===== src/pkg/rtuh_defs.vh =====
// Constants for the host-side serial frame controller.
// Assumes a byte-wide transmit/receive path to an external character link.
`ifndef RTUH_DEFS_VH
`define RTUH_DEFS_VH
`define RTUH_CRC_INIT    16'hffff
`define RTUH_CRC_POLY    16'ha001
`define RTUH_CR          8'h0d
`define RTUH_LF          8'h0a
`define RTUH_COLON       8'h3a
`define RTUH_CMD_READ    8'h03
`define RTUH_CMD_WRITE   8'h06
`define RTUH_MAX_WORDS   16'h000a
`define RTUH_ADR_MIN     8'h01
`define RTUH_ADR_MAX     8'hfe
`define RTUH_SILENCE_US  10000
`define RTUH_CLK_MHZ     20
`define RTUH_SILENCE_CYC (`RTUH_SILENCE_US * `RTUH_CLK_MHZ + 1)
`define RTUH_WR0_LO      16'h0002
`define RTUH_WR0_HI      16'h0011
`define RTUH_RD0_LO      16'h0000
`define RTUH_G1_LO       16'h0100
`define RTUH_G1_HI       16'h013e
`define RTUH_G2_LO       16'h0200
`define RTUH_G2_HI       16'h0241
`define RTUH_G3_LO       16'h0300
`define RTUH_G3_HI       16'h0307
`define RTUH_WR4_LO      16'h0405
`define RTUH_RD4_LO      16'h0400
`define RTUH_G4_HI       16'h0417
`define RTUH_LINE_RATE   16'h0301
`define RTUH_FRAMING     16'h0302
`define RTUH_OUT_TEST    16'h0406
`define RTUH_ADJ_SEL     16'h040a
`define RTUH_OFS_LO      16'h040b
`define RTUH_OFS_HI      16'h0415
`define RTUH_UNLOCK      16'h0208
`define RTUH_UNLOCK_ADJ  16'h0014
`define RTUH_UNLOCK_OFS  16'h0016
`endif


===== src/rtl/rtuh_master.v =====
// Host-side frame controller: builds read/write command frames, checks the CRC of binary answers only.
// Assumes an external UART taking tx bytes with valid/ready and giving rx bytes.
`timescale 1ns/1ps
`default_nettype none
`include "rtuh_defs.vh"
module rtuh_master #(
  parameter SILENCE_CYC = `RTUH_SILENCE_CYC,
  parameter RX_DEPTH    = 32,
  parameter RX_AW       = 5
) (
  // Clock and reset
  input  wire        mclk_i,
  input  wire        rst_i,
  // User command
  input  wire        cmd_valid_i,
  output wire        cmd_ready_o,
  input  wire        cmd_write_i,
  input  wire        cmd_ascii_i,
  input  wire [7:0]  cmd_station_i,
  input  wire [7:0]  cmd_group_i,
  input  wire [7:0]  cmd_index_i,
  input  wire [15:0] cmd_data_i,
  // User result
  output reg         done_o,
  output reg         ok_o,
  output reg         refused_o,
  output reg  [15:0] rd_word_o,
  output reg  [15:0] crc_o,
  // Answer byte read-back
  input  wire [RX_AW-1:0] rx_raddr_i,
  output wire [7:0]       rx_rdata_o,
  output reg  [RX_AW-1:0] rx_count_o,
  // Transmit byte link
  output reg         tx_valid_o,
  output reg  [7:0]  tx_data_o,
  input  wire        tx_ready_i,
  // Receive byte link
  input  wire        rx_valid_i,
  input  wire [7:0]  rx_data_i
);
  localparam S_IDLE = 3'd0;
  localparam S_LOAD = 3'd1;
  localparam S_SEND = 3'd2;
  localparam S_CRC  = 3'd3;
  localparam S_GAP  = 3'd4;
  localparam S_RECV = 3'd5;
  localparam S_DONE = 3'd6;

  // One bit step of the reflected check
  function [15:0] crc_step;
    input [15:0] c;
    begin
      crc_step = c[0] ? ((c >> 1) ^ `RTUH_CRC_POLY) : (c >> 1);
    end
  endfunction

  function [7:0] hex_asc;
    input [3:0] n;
    begin
      hex_asc = (n < 4'ha) ? (8'h30 + {4'h0, n}) : (8'h37 + {4'h0, n});
    end
  endfunction

  // Address windows as the device applies them
  function addr_ok;
    input        wr;
    input [15:0] a;
    begin
      addr_ok = (a >= `RTUH_G1_LO && a <= `RTUH_G1_HI) ||
                (a >= `RTUH_G2_LO && a <= `RTUH_G2_HI) ||
                (a >= `RTUH_G3_LO && a <= `RTUH_G3_HI);
      if (wr) begin
        addr_ok = addr_ok || (a >= `RTUH_WR0_LO && a <= `RTUH_WR0_HI) ||
                  (a >= `RTUH_WR4_LO && a <= `RTUH_G4_HI);
      end else begin
        addr_ok = addr_ok || (a <= `RTUH_WR0_HI) ||
                  (a >= `RTUH_RD4_LO && a <= `RTUH_G4_HI);
      end
    end
  endfunction

  reg  [2:0]  state_reg;
  reg  [2:0]  state_next;
  reg  [15:0] crc_reg;
  reg  [3:0]  bit_reg;
  reg  [4:0]  idx_reg;
  reg  [4:0]  len_reg;
  reg  [7:0]  frame_reg [0:7];
  reg         ascii_reg;
  reg         nib_reg;
  reg  [7:0]  lrc_reg;
  reg         write_reg;
  reg  [31:0] gap_reg;
  reg         last_cr_reg;
  reg  [15:0] rx_crc_reg;
  reg  [7:0]  rx_b1_reg;
  reg  [7:0]  rx_b2_reg;
  reg  [7:0]  rx_station_reg;
  wire [15:0] addr_w;
  wire        cmd_legal_w;
  wire        tx_fire_w;
  integer     k;

  assign addr_w = {cmd_group_i, cmd_index_i};
  // Writes to protected items need unlock and restart beforehand; not tracked here, only address window, station and read count are checked
  assign cmd_legal_w = addr_ok(cmd_write_i, addr_w) &&
                       cmd_station_i >= `RTUH_ADR_MIN && cmd_station_i <= `RTUH_ADR_MAX &&
                       (cmd_write_i || cmd_data_i <= `RTUH_MAX_WORDS);
  assign cmd_ready_o = (state_reg == S_IDLE);
  assign tx_fire_w   = tx_valid_o && tx_ready_i;

  rtuh_rx_mem #(.DEPTH(RX_DEPTH), .AW(RX_AW)) u_rx_mem (
    .mclk_i  (mclk_i),
    .we_i    (rx_valid_i && state_reg == S_RECV),
    .waddr_i (rx_count_o),
    .wdata_i (rx_data_i),
    .raddr_i (rx_raddr_i),
    .rdata_o (rx_rdata_o)
  );

  always @* begin
    state_next = state_reg;
    case (state_reg)
      S_IDLE: if (cmd_valid_i) state_next = cmd_legal_w ? S_LOAD : S_DONE;
      S_LOAD: state_next = S_SEND;
      S_SEND: if (idx_reg == len_reg && bit_reg == 4'd8 && !tx_valid_o) state_next = S_CRC;
      S_CRC:  if (tx_fire_w && idx_reg == 5'd2) state_next = S_GAP;
      S_GAP:  if (gap_reg >= SILENCE_CYC) state_next = S_RECV;
      S_RECV: if ((ascii_reg && last_cr_reg && rx_valid_i && rx_data_i == `RTUH_LF) ||
                  (!ascii_reg && gap_reg >= SILENCE_CYC && rx_count_o != 0)) state_next = S_DONE;
      S_DONE: state_next = S_IDLE;
      default: state_next = S_IDLE;
    endcase
  end

  always @(posedge mclk_i) begin
    if (rst_i) begin
      state_reg <= S_IDLE;
      crc_reg <= `RTUH_CRC_INIT;
      bit_reg <= 4'd0; idx_reg <= 5'd0; len_reg <= 5'd0;
      ascii_reg <= 1'b0; nib_reg <= 1'b0; lrc_reg <= 8'h00; write_reg <= 1'b0;
      gap_reg <= 32'd0; last_cr_reg <= 1'b0; rx_crc_reg <= `RTUH_CRC_INIT;
      rx_b1_reg <= 8'h00; rx_b2_reg <= 8'h00; rx_station_reg <= 8'h00;
      done_o <= 1'b0; ok_o <= 1'b0; refused_o <= 1'b0;
      rd_word_o <= 16'h0000; crc_o <= 16'h0000; rx_count_o <= {RX_AW{1'b0}};
      tx_valid_o <= 1'b0; tx_data_o <= 8'h00;
      for (k = 0; k < 8; k = k + 1) frame_reg[k] <= 8'h00;
    end else begin
      state_reg <= state_next;
      done_o <= 1'b0;
      if (tx_fire_w) tx_valid_o <= 1'b0;
      case (state_reg)
        S_IDLE: if (cmd_valid_i) begin
          frame_reg[0] <= cmd_station_i;
          frame_reg[1] <= cmd_write_i ? `RTUH_CMD_WRITE : `RTUH_CMD_READ;
          frame_reg[2] <= cmd_group_i;
          frame_reg[3] <= cmd_index_i;
          frame_reg[4] <= cmd_data_i[15:8];
          frame_reg[5] <= cmd_data_i[7:0];
          len_reg <= 5'd6;
          ascii_reg <= cmd_ascii_i; write_reg <= cmd_write_i;
          rx_station_reg <= cmd_station_i;
          crc_reg <= `RTUH_CRC_INIT;
          lrc_reg <= 8'h00; idx_reg <= 5'd0; bit_reg <= 4'd8; nib_reg <= 1'b0;
          refused_o <= !cmd_legal_w;
          ok_o <= 1'b0;
          rx_count_o <= {RX_AW{1'b0}};
          if (cmd_ascii_i && cmd_legal_w) begin
            tx_valid_o <= 1'b1; tx_data_o <= `RTUH_COLON;
          end
        end
        S_LOAD, S_SEND: begin
          if (bit_reg != 4'd8) begin
            crc_reg <= crc_step(crc_reg);
            bit_reg <= bit_reg + 4'd1;
          end else if (!tx_valid_o && idx_reg != len_reg) begin
            // Covered bytes: address through last data
            if (ascii_reg) begin
              tx_data_o <= hex_asc(nib_reg ? frame_reg[idx_reg[2:0]][3:0] : frame_reg[idx_reg[2:0]][7:4]);
              tx_valid_o <= 1'b1;
              nib_reg <= !nib_reg;
              if (nib_reg) begin
                lrc_reg <= lrc_reg + frame_reg[idx_reg[2:0]];
                idx_reg <= idx_reg + 5'd1;
              end
            end else begin
              tx_data_o <= frame_reg[idx_reg[2:0]];
              tx_valid_o <= 1'b1;
              crc_reg <= {crc_reg[15:8], crc_reg[7:0] ^ frame_reg[idx_reg[2:0]]};
              bit_reg <= 4'd0;
              idx_reg <= idx_reg + 5'd1;
            end
          end
          if (state_next == S_CRC) begin
            idx_reg <= 5'd0;
            crc_o <= crc_reg;
          end
        end
        S_CRC: if (!tx_valid_o) begin
          tx_valid_o <= 1'b1;
          if (ascii_reg) begin
            // Two-byte tail: CR then LF only; lrc_reg is never sent
            tx_data_o <= idx_reg[0] ? `RTUH_LF : `RTUH_CR;
          end else begin
            tx_data_o <= idx_reg[0] ? crc_o[15:8] : crc_o[7:0];
          end
          idx_reg <= idx_reg + 5'd1;
          gap_reg <= 32'd0;
        end
        S_GAP: gap_reg <= gap_reg + 32'd1;
        default: ;
      endcase
      if (state_reg == S_GAP && state_next == S_RECV) begin
        gap_reg <= 32'd0;
        rx_crc_reg <= `RTUH_CRC_INIT;
        last_cr_reg <= 1'b0;
      end
      if (state_reg == S_RECV) begin
        if (rx_valid_i) begin
          gap_reg <= 32'd0;
          rx_count_o <= rx_count_o + {{(RX_AW-1){1'b0}}, 1'b1};
          last_cr_reg <= (rx_data_i == `RTUH_CR);
          rx_b2_reg <= rx_b1_reg;
          rx_b1_reg <= rx_data_i;
          if (rx_count_o >= 5'd2) rx_crc_reg <= crc_upd(rx_crc_reg, rx_b2_reg);
        end else begin
          gap_reg <= gap_reg + 32'd1;
        end
      end
      if (state_reg == S_RECV && state_next == S_DONE) begin
        done_o <= 1'b1;
        // ok_o from the check in binary mode, always set in ASCII; rd_word_o loaded either way
        ok_o <= ascii_reg ? 1'b1 :
                (rx_crc_reg == {rx_b1_reg, rx_b2_reg});
        rd_word_o <= {rx_b1_reg, rx_b2_reg};
      end
      if (state_reg == S_IDLE && cmd_valid_i && !cmd_legal_w) done_o <= 1'b0;
      if (state_reg == S_DONE && refused_o) done_o <= 1'b1;
    end
  end

  // Whole byte through the check, used on the receive side
  function [15:0] crc_upd;
    input [15:0] c;
    input [7:0]  b;
    integer j;
    reg [15:0] t;
    begin
      t = {c[15:8], c[7:0] ^ b};
      for (j = 0; j < 8; j = j + 1) t = crc_step(t);
      crc_upd = t;
    end
  endfunction
endmodule // rtuh_master
`default_nettype wire


===== src/rtl/rtuh_rx_mem.v =====
// Small receive byte store for answer frames.
// Assumes a single clock; read data registered.
`timescale 1ns/1ps
`default_nettype none
module rtuh_rx_mem #(
  parameter DEPTH = 32,
  parameter AW    = 5
) (
  // Clock
  input  wire          mclk_i,
  // Write side
  input  wire          we_i,
  input  wire [AW-1:0] waddr_i,
  input  wire [7:0]    wdata_i,
  // Read side
  input  wire [AW-1:0] raddr_i,
  output reg  [7:0]    rdata_o
);
  reg [7:0] mem [0:DEPTH-1];
  always @(posedge mclk_i) begin
    if (we_i) begin
      mem[waddr_i] <= wdata_i;
    end
    rdata_o <= mem[raddr_i];
  end
endmodule // rtuh_rx_mem
`default_nettype wire

===== config.mk =====
export PLATFORM = sky130hd
export DESIGN_NAME = rtuh_master
export DESIGN_NICKNAME = d
export VERILOG_FILES = /design/src/rtl/rtuh_master.v /design/src/rtl/rtuh_rx_mem.v
export VERILOG_INCLUDE_DIRS = /design/src /design/src/pkg
export SDC_FILE = /design/constraint.sdc
export NUM_CORES = 1
export LEC_CHECK = 0
export BUFFER_PORTS_ARGS = -buffer_cell sky130_fd_sc_hd__buf_2
export CAP_MARGIN = 5
export CELL_PAD_IN_SITES_DETAIL_PLACEMENT = 1
export CELL_PAD_IN_SITES_GLOBAL_PLACEMENT = 1
export CORE_MARGIN = 2
export CORE_UTILIZATION = 25
export DETAILED_ROUTE_END_ITERATION = 16
export PLACE_DENSITY = 0.46
export SLEW_MARGIN = 20
export SYNTH_ARGS = -nofsm -noshare
export SYNTH_HDL_FRONTEND = slang
export SYNTH_SLANG_ARGS = --single-unit

===== constraint.sdc =====
create_clock -name mclk_i -period 3.5 [get_ports mclk_i]
set_input_delay 0.7 -clock mclk_i [delete_from_list [all_inputs] [get_ports mclk_i]]
set_output_delay 0.7 -clock mclk_i [all_outputs]
set_load 0.02 [all_outputs]

Yosys cells after proc, flatten, opt, wreduce, memory -nomap -nowiden

Memories as Yosys holds them, arrays and structs flattened. A register that Yosys moved wholly into a read port is not among the register bits.
Cells that the tools add are included.

Add/sub/neg operators: 6
Multipliers: 0
Div/mod/pow operators: 0
$lt $le $gt $ge: 17
Eq/ne operators: 30
Shifts and indexed selects: 0
Muxes and demuxes: 98
Bitwise logic cells: 17
Reductions and logical operators: 56

Operators with widths:

| operator                                                             | count |
|---|---|
| 2-to-1 mux 16 bit                                                    | 15 |
| 2-to-1 mux 32 bit                                                    | 4 |
| 2-to-1 mux 8 bit                                                     | 16 |
| one-hot mux 32 bit (2 select lines)                                  | 1 |
| 2-to-1 mux 5 bit                                                     | 11 |
| adder 32 x 1 -> 32 bit (second input constant)                       | 1 |
| greater-or-equal comparator 16 x 10 -> 1 bit (second input constant) | 2 |
| greater-or-equal comparator 16 x 11 -> 1 bit (second input constant) | 2 |
| greater-or-equal comparator 32 x 18 -> 1 bit (second input constant) | 1 |
| <= comparator 16 x 10 -> 1 bit (second input constant)               | 2 |
| one-hot mux 16 bit (2 select lines)                                  | 1 |
| 2-to-1 mux 3 bit                                                     | 10 |
| 2-to-1 mux 1 bit                                                     | 28 |
| NOT 2 -> 3 bit                                                       | 9 |
| logical AND 1 bit                                                    | 26 |
| one-hot mux 8 bit (3 select lines)                                   | 1 |
| 2-to-1 mux 4 bit                                                     | 5 |
| one-hot mux 3 bit (6 select lines)                                   | 1 |
| equality test 16 bit                                                 | 1 |
| equality test 8 x 4 -> 1 bit (second input constant)                 | 2 |
| greater-or-equal comparator 16 x 2 -> 1 bit (second input constant)  | 1 |
| greater-or-equal comparator 16 x 9 -> 1 bit (second input constant)  | 1 |
| <= comparator 16 x 11 -> 1 bit (second input constant)               | 1 |
| <= comparator 16 x 4 -> 1 bit (second input constant)                | 1 |
| 40 further kinds                                                     | 81 |

Register bits: 145
Latch bits: 0
Memory bits (writable): 320
ROM bits: 0
Bits of input ports: 60
Output and inout port bits: 58
Word-level logic and storage cells: 247
Memories kept: 2

Memories:

| memory       | words | bits a word | read ports | clocked after Yosys merged registers in | wr ports | line             | RTL |
|---|---|---|---|---|---|---|---|
| u_rx_mem.mem | 32    | 8           | 1          | 1                                       | 1        | rtuh_rx_mem.v:19 | `reg [7:0] mem [0:DEPTH-1];` |
| frame_reg    | 8     | 8           | 1          | 1                                       | 8        | rtuh_master.v:88 | `reg [7:0] frame_reg [0:7];` |

Logic depth before layout (Yosys ltp)

Gate-level depths: netlist of run 1.

Word-level depth: 20
Mapped depth: 11
Depth with buffers taken out: 9

Modules after synthesis

From an unflattened synthesis of run 1, not the netlist that was laid out.

Cell total of the unflattened synthesis: 1,438
Area total of the unflattened synthesis: 19,347.3 um^2

Modules (own cells, without submodules):

| module      | times used | cells an instance | area each (um^2) | sequential area each (um^2) |
|---|---|---|---|---|
| rtuh_rx_mem | 1          | 417               | 10,053.4         | 7,847.5 |
| rtuh_master | 1          | 1,021             | 9,293.9          | 4,244.1 |

Least setup slack after synthesis of run 1

OpenSTA, ideal clock, no wires.

Path kind: reg-to-reg
Start point: register state_reg[0]
End point: memory frame_reg[0][0], enable pin
Library setup time: 407 ps
Arrival: 2,738 ps
Data required time: 3,093 ps
Setup slack: 355 ps
Cell stages (with the launch flop): 6
Path buffers: 2
Clock period less this slack: 3,145 ps
Cells stage by stage: dfxtp_1 > buf_2 > clkbuf_1 > nor3_1 > nand2_1 > nand2b_1

RTL lines:

| what                   | line              | RTL |
|---|---|---|
| start, declared        | rtuh_master.v:82  | `reg [2:0] state_reg;` |
| start signal, assigned | rtuh_master.v:149 | `state_reg <= state_next;` |
| end, declared          | rtuh_master.v:88  |  |

Final worst setup path of run 1

Start point: register gap_reg[1]
End point: register rd_word_o[13]

Word-level cells in the longest chain between the ends: 8
Elaborated cells on any way between the ends: 9
Classes of those cells: order compare (1); eq/ne (1); mux (3); reduce/logical (4)

RTL lines:

| what                                           | line                                 | RTL |
|---|---|---|
| start, declared                                | rtuh_master.v:93                     | `reg [31:0] gap_reg;` |
| start signal, assigned                         | rtuh_master.v:210                    | `S_GAP: gap_reg <= gap_reg + 32'd1;` |
| start signal, assigned                         | rtuh_master.v:227                    | `gap_reg <= gap_reg + 32'd1;` |
| greater-or-equal comparator 32 x 18 -> 1 bit * | rtuh_master.v:128, rtuh_master.v:130 |  |
| logical AND 1 bit (2 in a row)                 | rtuh_master.v:130                    | `(!ascii_reg && gap_reg >= SILENCE_CYC && rx_count_o != 0)) state_next = S_DONE;` |
| logical OR 1 bit                               | rtuh_master.v:129                    | `` S_RECV: if ((ascii_reg && last_cr_reg && rx_valid_i && rx_data_i == `RTUH_LF) \|\| `` |
| 2-to-1 mux 3 bit                               | rtuh_master.v:129                    |  |
| one-hot mux 3 bit (6 select lines) *           | rtuh_master.v:123                    | `case (state_reg)` |
| equality test 3 bit *                          | rtuh_master.v:230                    | `if (state_reg == S_RECV && state_next == S_DONE) begin` |
| logical AND 1 bit *                            | rtuh_master.v:230                    |  |
| end signal, assigned                           | rtuh_master.v:235                    | `rd_word_o <= {rx_b1_reg, rx_b2_reg};` |
| end, declared                                  | rtuh_master.v:27                     | `output reg [15:0] rd_word_o,` |

Mark *: on every way between the ends. The rest lies on a longest branch, timed or not.
A chain may end at the register's enable or synchronous reset.

==> results of run 1 <==
[power by group through the flow]
| stage | Clock (mW) | Sequential, mW | Combinational [mW] |
|---|---|---|---|
| floorplan | 0 | 6.07 | 0.735 |
| global placement | 0 | 6.07 | 1.26 |
| detailed placement | 0 | 6.07 | 1.28 |
| CTS | 5.53 | 5.96 | 1.28 |
| global route | 5.72 | 5.97 | 1.37 |
| finish | 5.33 | 5.95 | 1.25 |
[cell families after synthesis]
group                    synth area share (%)
multiplexers                             12.9
XOR/XNOR                                 2.90
AO/OA/AOI/OAI                            6.27
AND/OR/NAND/NOR                          12.3
adder cells (fa/ha/maj)                 0.971
buffers and inverters                    2.11
flip-flops                               62.6
[layer usage]
metal  GRT usage, %  share of wire, %  up-vias
met5              0             0.014        -
met4           3.59               2.0        2
met3           2.27               3.6       77
li1               -                 -     5751
met2           24.1                49      210
met1           18.6                46     6220
[cells in the final DEF (no fill, tap or decap), drive strengths merged, types with 14 or more instances in the layout]
master / count
nand3: 29
o21ai: 20
ha: 15
clkbuf: 84
dfxtp: 157
mux2: 14
and2: 46
nor4: 15
a21oi: 55
inv: 24
nor3: 28
nand2b: 30
mux2i: 46
mux4: 83
xnor2: 42
xor2: 22
buf: 194
nand2: 86
o22ai: 16
nor2: 184
edfxtp: 298
nand4: 18
[through the flow]
stage | hold slack [ns] | util (%)
floorplan | 0.440 | -
global placement | 0.455 | 28.2
detailed placement | 0.462 | 28.2
CTS | 0.358 | 30.4
global route | 0.392 | 30.4
finish | 0.405 | 30.4
[how the worst max path moves through the flow]
stage,start,endpoint
after global placement,cmd_data_i[12],tx_data_o[7]
after global routing,gap_reg[1],rd_word_o[12]
final,gap_reg[1],rd_word_o[13]
after CTS,gap_reg[1],rd_word_o[13]
after floorplan,state_reg[0],frame_reg[0][0]
after detailed placement,cmd_data_i[4],tx_data_o[7]
[final cells by class]
type | count | area [um^2] | area share (%)
clock buffer | 84 | 1540 | 6.66
clock inverter | 16 | 128 | 0.551
multi-input combinational | 890 | 6830 | 29.5
timing repair buffer | 194 | 1210 | 5.20
sequential | 455 | 12100 | 52.2
inverter | 22 | 82.6 | 0.356
tap | 1030 | 1290 | 5.56
[worst max-delay path, delay by kind of cell (launching register included)]
| family | cells | cell delay, ns |
|---|---|---|
| multiplexers | 1 | 0.28 |
| AO/OA/AOI/OAI | 4 | 1.30 |
| flip-flops | 1 | 0.37 |
| AND/OR/NAND/NOR | 2 | 0.52 |
| adder cells (fa/ha/maj) | 1 | 0.17 |
| buffers and inverters | 1 | 0.09 |
==> metrics, run 1 <==
Int Power=9.43 mW; setup_tns=0 ns; crit share post-route=81.7%; Synth area leaders=edfxtp_1 (46%), dfxtp_1 (16%), mux4_2 (9.7%), nor2_1 (3.6%), mux2i_1 (2.4%); hold path depth=2; max reg flops=256; Synth cell types=70; Reg2Reg Depth=9; reg2reg start=gap_reg[1]; worst setup margin=0.639 ns; Synth top area share=46.3%; Hold Crit Endpoint=frame_reg[5][6]; Yosys top cell by area=edfxtp_1; Leakage=8.04 nW; largest net degree at the start of global routing=68; Worst Path Max Fanout=5; drt drc=0; Setup WS pre-CTS=0.474 ns; Arrival @ worst endpoint=3.32 ns; Post-synth EDFFs=298; post-route ant nets=0; CP Launch Type=register; postcts setup bufs=0; gpl congestion=0.773; R2R Setup Slk=0.64 ns; clk_lat worst skew=0.61 ns; Synth Flop Type=edfxtp_1; layout cells sized above 1=between 20% and 30%; overflow left after global routing=0; worst path cell trace=inv_1, ha_1, or4b_1, o31a_1, o21ai_1, a21oi_1, o311ai_2, mux2i_1, nor2_1; final non-filler cell total=between 2000 and 3000; synthesized area=between 15000 and 20000 um^2; Gate Count Post-Synth=1445; Max clock buf depth=3; Setup CP Type=reg -> reg; CP max-delay cell=o311ai_2; PostCTS Resize Cnt=0; fin nets=1691; ys async rst share=0%; core footprint=76200 um^2; clk sinks=455; # rows=between 100 and 150; vias in the first global route=around 13000; switching part of the total=24.8%; # H-tree levels=2; diode count=0; Hold Crit Class=in -> reg; CP peak stage delay=0.70 ns; fin. max-slew vios=0; Net Switching=3.11 mW; Max VDD drop=0.341 mV; via/cell ratio=4.56; post-DP HPWL=37900 um; die height=282 um; clock-pin transition on the worst setup and hold timing paths=0.06 ns; Total GRT Usage=14.1%; die area=79500 um^2; hold path startpoint=cmd_data_i[6]; Clk network pwr share=42.5%; # IOs=118; Gate power share=10.0%; pwr/cell area=541 nW/um^2; Tot Pwr=about 13 mW; DRT iter0 DRCs=622; initial antenna violation count=1; synthesized flop and latch total=455; syn nets=1520; most frequent cell after synthesis=edfxtp_1; dpl cell area=21500 um^2; final setup vio count=0; Reg power frac=47.5%; Die W=282 um; CTS tree=done; global-route wire length before repair=~85000 um; outcome=finished clean; min Tclk post-route=approximately 2.9 ns; port buffer count=117; RSZ-0062 raised after global routing=false; wire length per cell=about 21 um; TritonRoute pass-1 iters=4; Avg Cell Area, Syn=13.4 um^2; fin area=23200 um^2; layout filler cell count=8268; endpoints failing hold=0; Rel. slew slack=46.0%; Layout Skew=0.0219 ns; placed cells=2591; root buffer selected by CTS=clkbuf_16; critical path required time=between 3 and 4 ns; Critical R2R Capture=rd_word_o[13]; maxcap violations=0; CP endpoint kind=register; starting density of the core=25.4%; hold buffer count at CTS=0; DRT Wirelength=55600 um; Layout area overhead=19.9%; measured slew at the worst slew-check pin=0.809 ns; via count=about 12000; most common library cells after synthesis=edfxtp_1 (298), nor2_1 (184), dfxtp_1 (157), nand2_1 (86), mux4_2 (83); yosys synthesis warning count=0; sequential fraction of the synthesis area=a little over three fifths; Max Fclk=350 MHz; total CTS buffers=53
Note: power is estimated with default switching activity, not from simulation.
==> inputs of run 2 (changes only) <==
Settings changed: ABC_AREA set to 1, PLACE_DENSITY 0.46 to 0.5.
Clock period 3.5 ns to 2.6 ns, I/O delays scaled along.
==> run 2 against run 1 <==
  * Worst hold slack lost 0.23 ns
  * Setup slack lost 0.37 ns
  * Critical endpoint is now u_rx_mem.mem[31][2]
  * Clock-buffer cell count shrank 15
  * Clock power grew 45%
  * Fmax grew 23%
  * Global-route usage grew 1.2 points
  * Critical path depth shrank 2
  * Sequential share of layout area shrank 1.8 points
  * Utilization grew 0.14 points
  * Via count grew 25%
  * Routed wire length grew 14%
  * Register-to-register slack lost 0.37 ns
==> metrics, run 2 <==
mux cell area share after synthesis=0% (was 12.9%); min Tclk post-route=2.33 ns (was 2.86 ns); initial antenna violation count=0 (was 1); CP Launch Type=register (unchanged); TritonRoute pass-1 iters=4 (unchanged); Synth Area in XOR/XNOR=2.21% (was 2.90%); # IOs=118 (unchanged); final setup vio count=0 (unchanged); GRT busiest layer=met2 (unchanged); placed cells=3194 (was 2591); measured slew at the worst slew-check pin=0.700 ns (was 0.809 ns); postcts setup bufs=0 (unchanged); Max clock buf depth=3 (unchanged); crit share post-route=89.8% (was 81.7%); CTS tree=done (unchanged); RSZ-0062 raised after global routing=false (unchanged); wire length per cell=19.3 um (was 20.7 um); Compound-Gate Fraction of Synth Area=13.3% (was 6.27%); critical path required time=2.92 ns (was 3.96 ns); Layout Skew=0.0708 ns (was 0.0219 ns); post-DP HPWL=43200 um (was 37900 um); Total GRT Usage=15.3% (was 14.1%); Yosys top cell by area=edfxtp_1 (unchanged); largest net degree at the start of global routing=65 (was 68); fin area=24000 um^2 (was 23200 um^2); Tot Pwr=18.7 mW (was 12.5 mW); layout filler cell count=8993 (was 8268); total CTS buffers=53 (unchanged); hold buffer count at CTS=0 (unchanged); post-route ant nets=0 (unchanged); max reg flops=256 (unchanged); ys async rst share=0% (unchanged); synthesized flop and latch total=455 (unchanged); CP endpoint kind=register (unchanged); highest-count cells in the layout ignoring fill and taps=nor2_1 (378), edfxtp_1 (298), o21ai_0 (242) (was edfxtp_1 (298), nor2_1 (183), dfxtp_1 (157)); layout cells sized above 1=16.4% (was 22.9%); via/cell ratio=4.65 (was 4.56); setup_tns=0 ns (unchanged); Layout area overhead=21.4% (was 19.9%); vias in the first global route=16100 (was 13200); synthesized area=19800 um^2 (was 19300 um^2); Synth cell types=56 (was 70); diode count=0 (unchanged); Hold Crit Class=in -> reg (unchanged); Max Fclk=428 MHz (was 350 MHz); die area=81400 um^2 (was 79500 um^2); Synth top area share=45.2% (was 46.3%); Synth Flop Type=edfxtp_1 (unchanged); yosys synthesis warning count=0 (unchanged); most common library cells after synthesis=nor2_1 (378), edfxtp_1 (298), o21ai_0 (242), nand2_1 (220), dfxtp_1 (157) (was edfxtp_1 (298), nor2_1 (184), dfxtp_1 (157), nand2_1 (86), mux4_2 (83)); Post-synth EDFFs=298 (unchanged); final non-filler cell total=3294 (was 2691); largest family of logic cells by synthesized area=simple AND/OR/NAND/NOR gates (was multiplexers); DRT Wirelength=63400 um (was 55600 um); Synth Area in Simple Gates=17.3% (was 12.3%); Max VDD drop=0.525 mV (was 0.341 mV); via count=15300 (was 12300); fin. max-slew vios=0 (unchanged); adder-cell share of the synthesized area=0.949% (was 0.971%); die height=285 um (was 282 um); syn nets=2087 (was 1520); PostCTS Resize Cnt=0 (unchanged); # H-tree levels=2 (unchanged); clock-pin transition on the worst setup and hold timing paths=0.06 ns (about the same); sequential fraction of the synthesis area=61.1% (was 62.6%); Leakage=8.89 nW (was 8.04 nW); clk_lat worst skew=0.64 ns (was 0.61 ns); maxcap violations=0 (unchanged); root buffer selected by CTS=clkbuf_16 (unchanged); Setup CP Type=reg -> reg (unchanged); Die W=285 um (was 282 um); pwr/cell area=778 nW/um^2 (was 541 nW/um^2); commonest non-fill, non-tap cell in the layout=nor2_1 (was edfxtp_1); DRT iter0 DRCs=775 (was 622); fin nets=2274 (was 1691); Worst Path Max Fanout=9 (was 5); most frequent cell after synthesis=nor2_1 (was edfxtp_1); drt drc=0 (unchanged); M1 GR Usage=19.9% (was 18.6%); Avg Cell Area, Syn=9.83 um^2 (was 13.4 um^2); met3 GRT Util=2.21% (was 2.27%); Synth area leaders=edfxtp_1 (45%), dfxtp_1 (16%), nor2_1 (7.2%), o21ai_0 (6.1%), nand2_1 (4.2%) (was edfxtp_1 (46%), dfxtp_1 (16%), mux4_2 (9.7%), nor2_1 (3.6%), mux2i_1 (2.4%)); dpl cell area=22200 um^2 (was 21500 um^2); Gate Count Post-Synth=2012 (was 1445); Rel. slew slack=52.8% (was 46.0%); overflow left after global routing=0 (unchanged); outcome=finished clean (unchanged); endpoints failing hold=0 (unchanged); met2 GRT Util=26.5% (was 24.1%); gpl congestion=0.813 (was 0.773); global-route wire length before repair=97600 um (was 84600 um); # rows=103 (was 101); starting density of the core=25.2% (was 25.4%); clk sinks=455 (unchanged); core footprint=78600 um^2 (was 76200 um^2); Arrival @ worst endpoint=2.66 ns (was 3.32 ns); port buffer count=117 (unchanged)
run 2: cell count changes in the layout (fill, tap and decap cells not counted), sizes merged, moves of 56 or more:
cell,before,now
o21ai,20,248
nor2,184,394
inv,24,170
nand2,86,228
mux4,83,0
nand3,29,96
o221ai,0,56
run 2: cell type report:
cell class | instances | area [um^2] | area share [%]
clock buffers | 69 | 1450 | 6.03
clock inverters | 31 | 364 | 1.52
inverters | 170 | 642 | 2.67
multi-input cells | 1295 | 6680 | 27.8
flip-flops and latches | 455 | 12100 | 50.3
well taps | 1050 | 1310 | 5.47
repair buffers | 224 | 1480 | 6.16
run 2: worst max-delay path, cell delays in order, from the launching register on:
cell     delay [ns]
dfxtp_1        0.57
inv_4          0.14
nor2_4         0.16
inv_2          0.08
nor2_4         0.19
nand2_1        0.37
nor2_1         0.28
buf_4          0.23
run 2: final timing paths:
path | from | end | slack (ns) | cells after the start
hold reg to reg | rx_b2_reg[7] | rd_word_o[7] | 0.47 | 2
setup reg to reg | state_reg[2] | u_rx_mem.mem[31][2] | 0.27 | 7
setup / recovery | state_reg[2] | u_rx_mem.mem[31][2] | 0.27 | 7
hold / removal | cmd_ascii_i | ascii_reg | 0.17 | 3
run 2: logic make-up after synthesis:
family	Yosys count
AOI/OAI and AO/OA	444
xor gates and xnor gates	50
adders and majority gates	15
buffers and inverters	262
DFF	455
and+or+nand+nor	786
run 2: report_power, final:
part / switching (mW) / total [mW] / internal, mW
Sequential: 0.200 / 8.17 / 7.97
Combinational: 1.93 / 2.76 / 0.834
Clock: 3.18 / 7.74 / 4.56
Total: 5.31 / 18.7 / 13.4
run 2: stage by stage:
step	util (%)	setup slack (ns)	hold WS, ns
floorplan	-	0.0574	0.435
global placement	28.2	0.113	0.466
CTS	30.6	0.237	0.118
finish	30.6	0.265	0.171
detailed placement	28.2	-0.0785	0.473
global route	30.6	0.00584	0.170
run 2: routing by layer:
layer,wire [um],part of all wire (%)
met2,30800,49
met3,2030,3.2
met4,1660,2.6
met5,0,0
met1,29000,46
==> inputs of run 3 (changes only) <==
Settings changed: PLACE_DENSITY 0.5 to 0.48, REMOVE_ABC_BUFFERS set to 1.
Clock period 2.6 ns to 2.4 ns, I/O delays scaled along.
==> run 3 against run 2 <==
  * Flip-flop and latch count unchanged
  * Via count increased by 0.90%
  * Clock power grew 4.3%
  * Register-to-register slack got worse by 0.23 ns
  * Power increased by 7.7%
  * Sequential power grew 8.3%
  * Clock-buffer cell count is 7 higher
  * Routed wire length up 0.50%
  * Sequential share of layout area fell by 0.83 points
  * Non-clock buffer count up 48
  * Critical path type unchanged
  * Largest cell class unchanged
  * Highest routed layer unchanged
==> metrics, run 3 (synthesis results as in run 2) <==
outcome=finished clean (unchanged); initial antenna violation count=1 (was 0); CP endpoint kind=register (unchanged); total CTS buffers=54 (was 53); beginning of the critical path=state_reg[2] (unchanged); Setup CP Type=reg -> reg (unchanged); starting density of the core=25.2% (unchanged); gpl congestion=0.811 (was 0.813); Critical R2R Capture=u_rx_mem.mem[31][5] (was u_rx_mem.mem[31][2]); clock-pin transition on the worst setup and hold timing paths=0.07 ns (was 0.06 ns); pwr/cell area=824 nW/um^2 (was 778 nW/um^2); layout filler cell count=9063 (was 8993); Rel. slew slack=53.7% (was 52.8%); fin nets=2324 (was 2274); reg2reg start=state_reg[2] (unchanged); Hold Crit Class=in -> reg (unchanged); vias in the first global route=16200 (was 16100); RSZ-0062 raised after global routing=true (was false); largest net degree at the start of global routing=73 (was 65); final setup vio count=0 (unchanged); via count=15400 (was 15300); min Tclk post-route=2.36 ns (was 2.33 ns); fin. max-slew vios=0 (unchanged); layout cells sized above 1=18.7% (was 16.4%); fin area=24400 um^2 (was 24000 um^2); drt drc=0 (unchanged); Max VDD drop=0.545 mV (was 0.525 mV); Worst Path Max Fanout=9 (unchanged); placed cells=3242 (was 3194); endpoints failing hold=0 (unchanged); Max Fclk=424 MHz (was 428 MHz); highest-count cells in the layout ignoring fill and taps=nor2_1 (376), edfxtp_1 (298), o21ai_0 (239) (was nor2_1 (378), edfxtp_1 (298), o21ai_0 (242)); die area=81400 um^2 (unchanged); measured slew at the worst slew-check pin=0.687 ns (was 0.700 ns); # H-tree levels=2 (unchanged); critical path required time=2.72 ns (was 2.92 ns); postcts setup bufs=0 (unchanged); clk_lat worst skew=0.62 ns (was 0.64 ns); die height=285 um (unchanged); Layout Skew=0.0242 ns (was 0.0708 ns); hold path startpoint=cmd_data_i[3] (was cmd_ascii_i); via/cell ratio=4.62 (was 4.65); port buffer count=117 (unchanged); final non-filler cell total=3345 (was 3294); Arrival @ worst endpoint=2.68 ns (was 2.66 ns); wire length per cell=19.1 um (was 19.3 um); Setup WS pre-CTS=-0.216 ns (was -0.0785 ns); global-route wire length before repair=97600 um (about the same); # rows=103 (unchanged); post-route ant nets=0 (unchanged); overflow left after global routing=0 (unchanged); CP Launch Type=register (unchanged); CTS tree=done (unchanged); Leakage=9.13 nW (was 8.89 nW); R2R Setup Slk=0.04 ns (was 0.27 ns); Total GRT Usage=15.5% (was 15.3%); core footprint=78600 um^2 (unchanged); DRT Wirelength=63800 um (was 63400 um); worst setup margin=0.0391 ns (was 0.265 ns); commonest non-fill, non-tap cell in the layout=nor2_1 (unchanged); Die W=285 um (unchanged); # IOs=118 (unchanged); root buffer selected by CTS=clkbuf_16 (unchanged); crit share post-route=98.4% (was 89.8%); max reg flops=256 (unchanged); TritonRoute pass-1 iters=5 (was 4); diode count=0 (unchanged); DRT iter0 DRCs=847 (was 775); Hold Crit Endpoint=frame_reg[5][3] (was ascii_reg); Max clock buf depth=3 (unchanged); maxcap violations=0 (unchanged); post-DP HPWL=44400 um (was 43200 um); Layout area overhead=23.5% (was 21.4%); clk sinks=455 (unchanged); hold path depth=3 (unchanged); dpl cell area=22600 um^2 (was 22200 um^2); Reg2Reg Depth=7 (unchanged); hold buffer count at CTS=0 (unchanged)
run 3: cell count changes in the layout (fill, tap and decap cells not counted), moves of 3 or more:
cell       delta
nand2_1       -4
buf_4        +43
clkbuf_1      +4
bufinv_16     -4
clkinv_1      -3
o21ai_0       -3
buf_12        +5
nand2_2       +4
clkbuf_8      +3
run 3: metal layers:
| metal | vias up | track usage, % | routed length [um] |
|---|---|---|---|
| li1 | 7497 | - | - |
| met1 | 7633 | 20.1 | 29400 |
| met2 | 234 | 26.8 | 30900 |
| met3 | 85 | 2.23 | 2050 |
| met4 | 0 | 4.11 | 1370 |
| met5 | - | 0 | 0 |
run 3: how the worst max path moves through the flow:
stage                          endpoint  slack [ns]  cells after the start
CTS                        tx_data_o[4]       0.005                     14
finish              u_rx_mem.mem[31][5]        0.04                      7
detailed placement         rd_word_o[8]       -0.22                     12
floorplan                    crc_reg[0]       -0.98                      4
global route         u_rx_mem.mem[6][5]       -0.11                      7
global placement           rd_word_o[8]       -0.18                     12
run 3: area by class of cell:
type | instances | area (um^2) | area share (%)
clock inverters | 26 | 235 | 0.963
clock buffers | 76 | 1520 | 6.23
repair buffers | 272 | 1900 | 7.78
repair inverters | 1 | 7.51 | 0.0307
well taps | 1050 | 1310 | 5.38
multi-input cells | 1295 | 6700 | 27.4
inverters | 170 | 648 | 2.65
flip-flops and latches | 455 | 12100 | 49.5
run 3: metrics by stage:
stage               total power [mW]  utilization (%)  hold slack [ns]  TNS, ns
floorplan                       10.7                -            0.429   -83.47
global placement                12.2             28.8            0.462   -0.993
detailed placement              12.2             28.8            0.465    -2.88
CTS                             20.4             31.0            0.117        0
global route                    21.1             31.1            0.162   -11.81
finish                          20.1             31.1            0.187        0
run 3: what timing repair did:
action                                  in CTS  in global routing
endpoints found under the setup margin       2                276
gates cloned                                 0                  1
gates resized for setup                      2                 17
run 3: report_power, final:
part / internal [mW] / switching (mW)
logic: 1.05 / 2.16
registers: 8.65 / 0.201
clock network: 4.66 / 3.41
total: 14.4 / 5.77
run 3: critical path, cell delays in order, from the launching register on:
cell     delay (ns)
dfxtp_1        0.55
inv_4          0.13
nor2_4         0.16
inv_2          0.08
nor2_4         0.25
nand2_1        0.40
nor2_1         0.28
buf_4          0.19
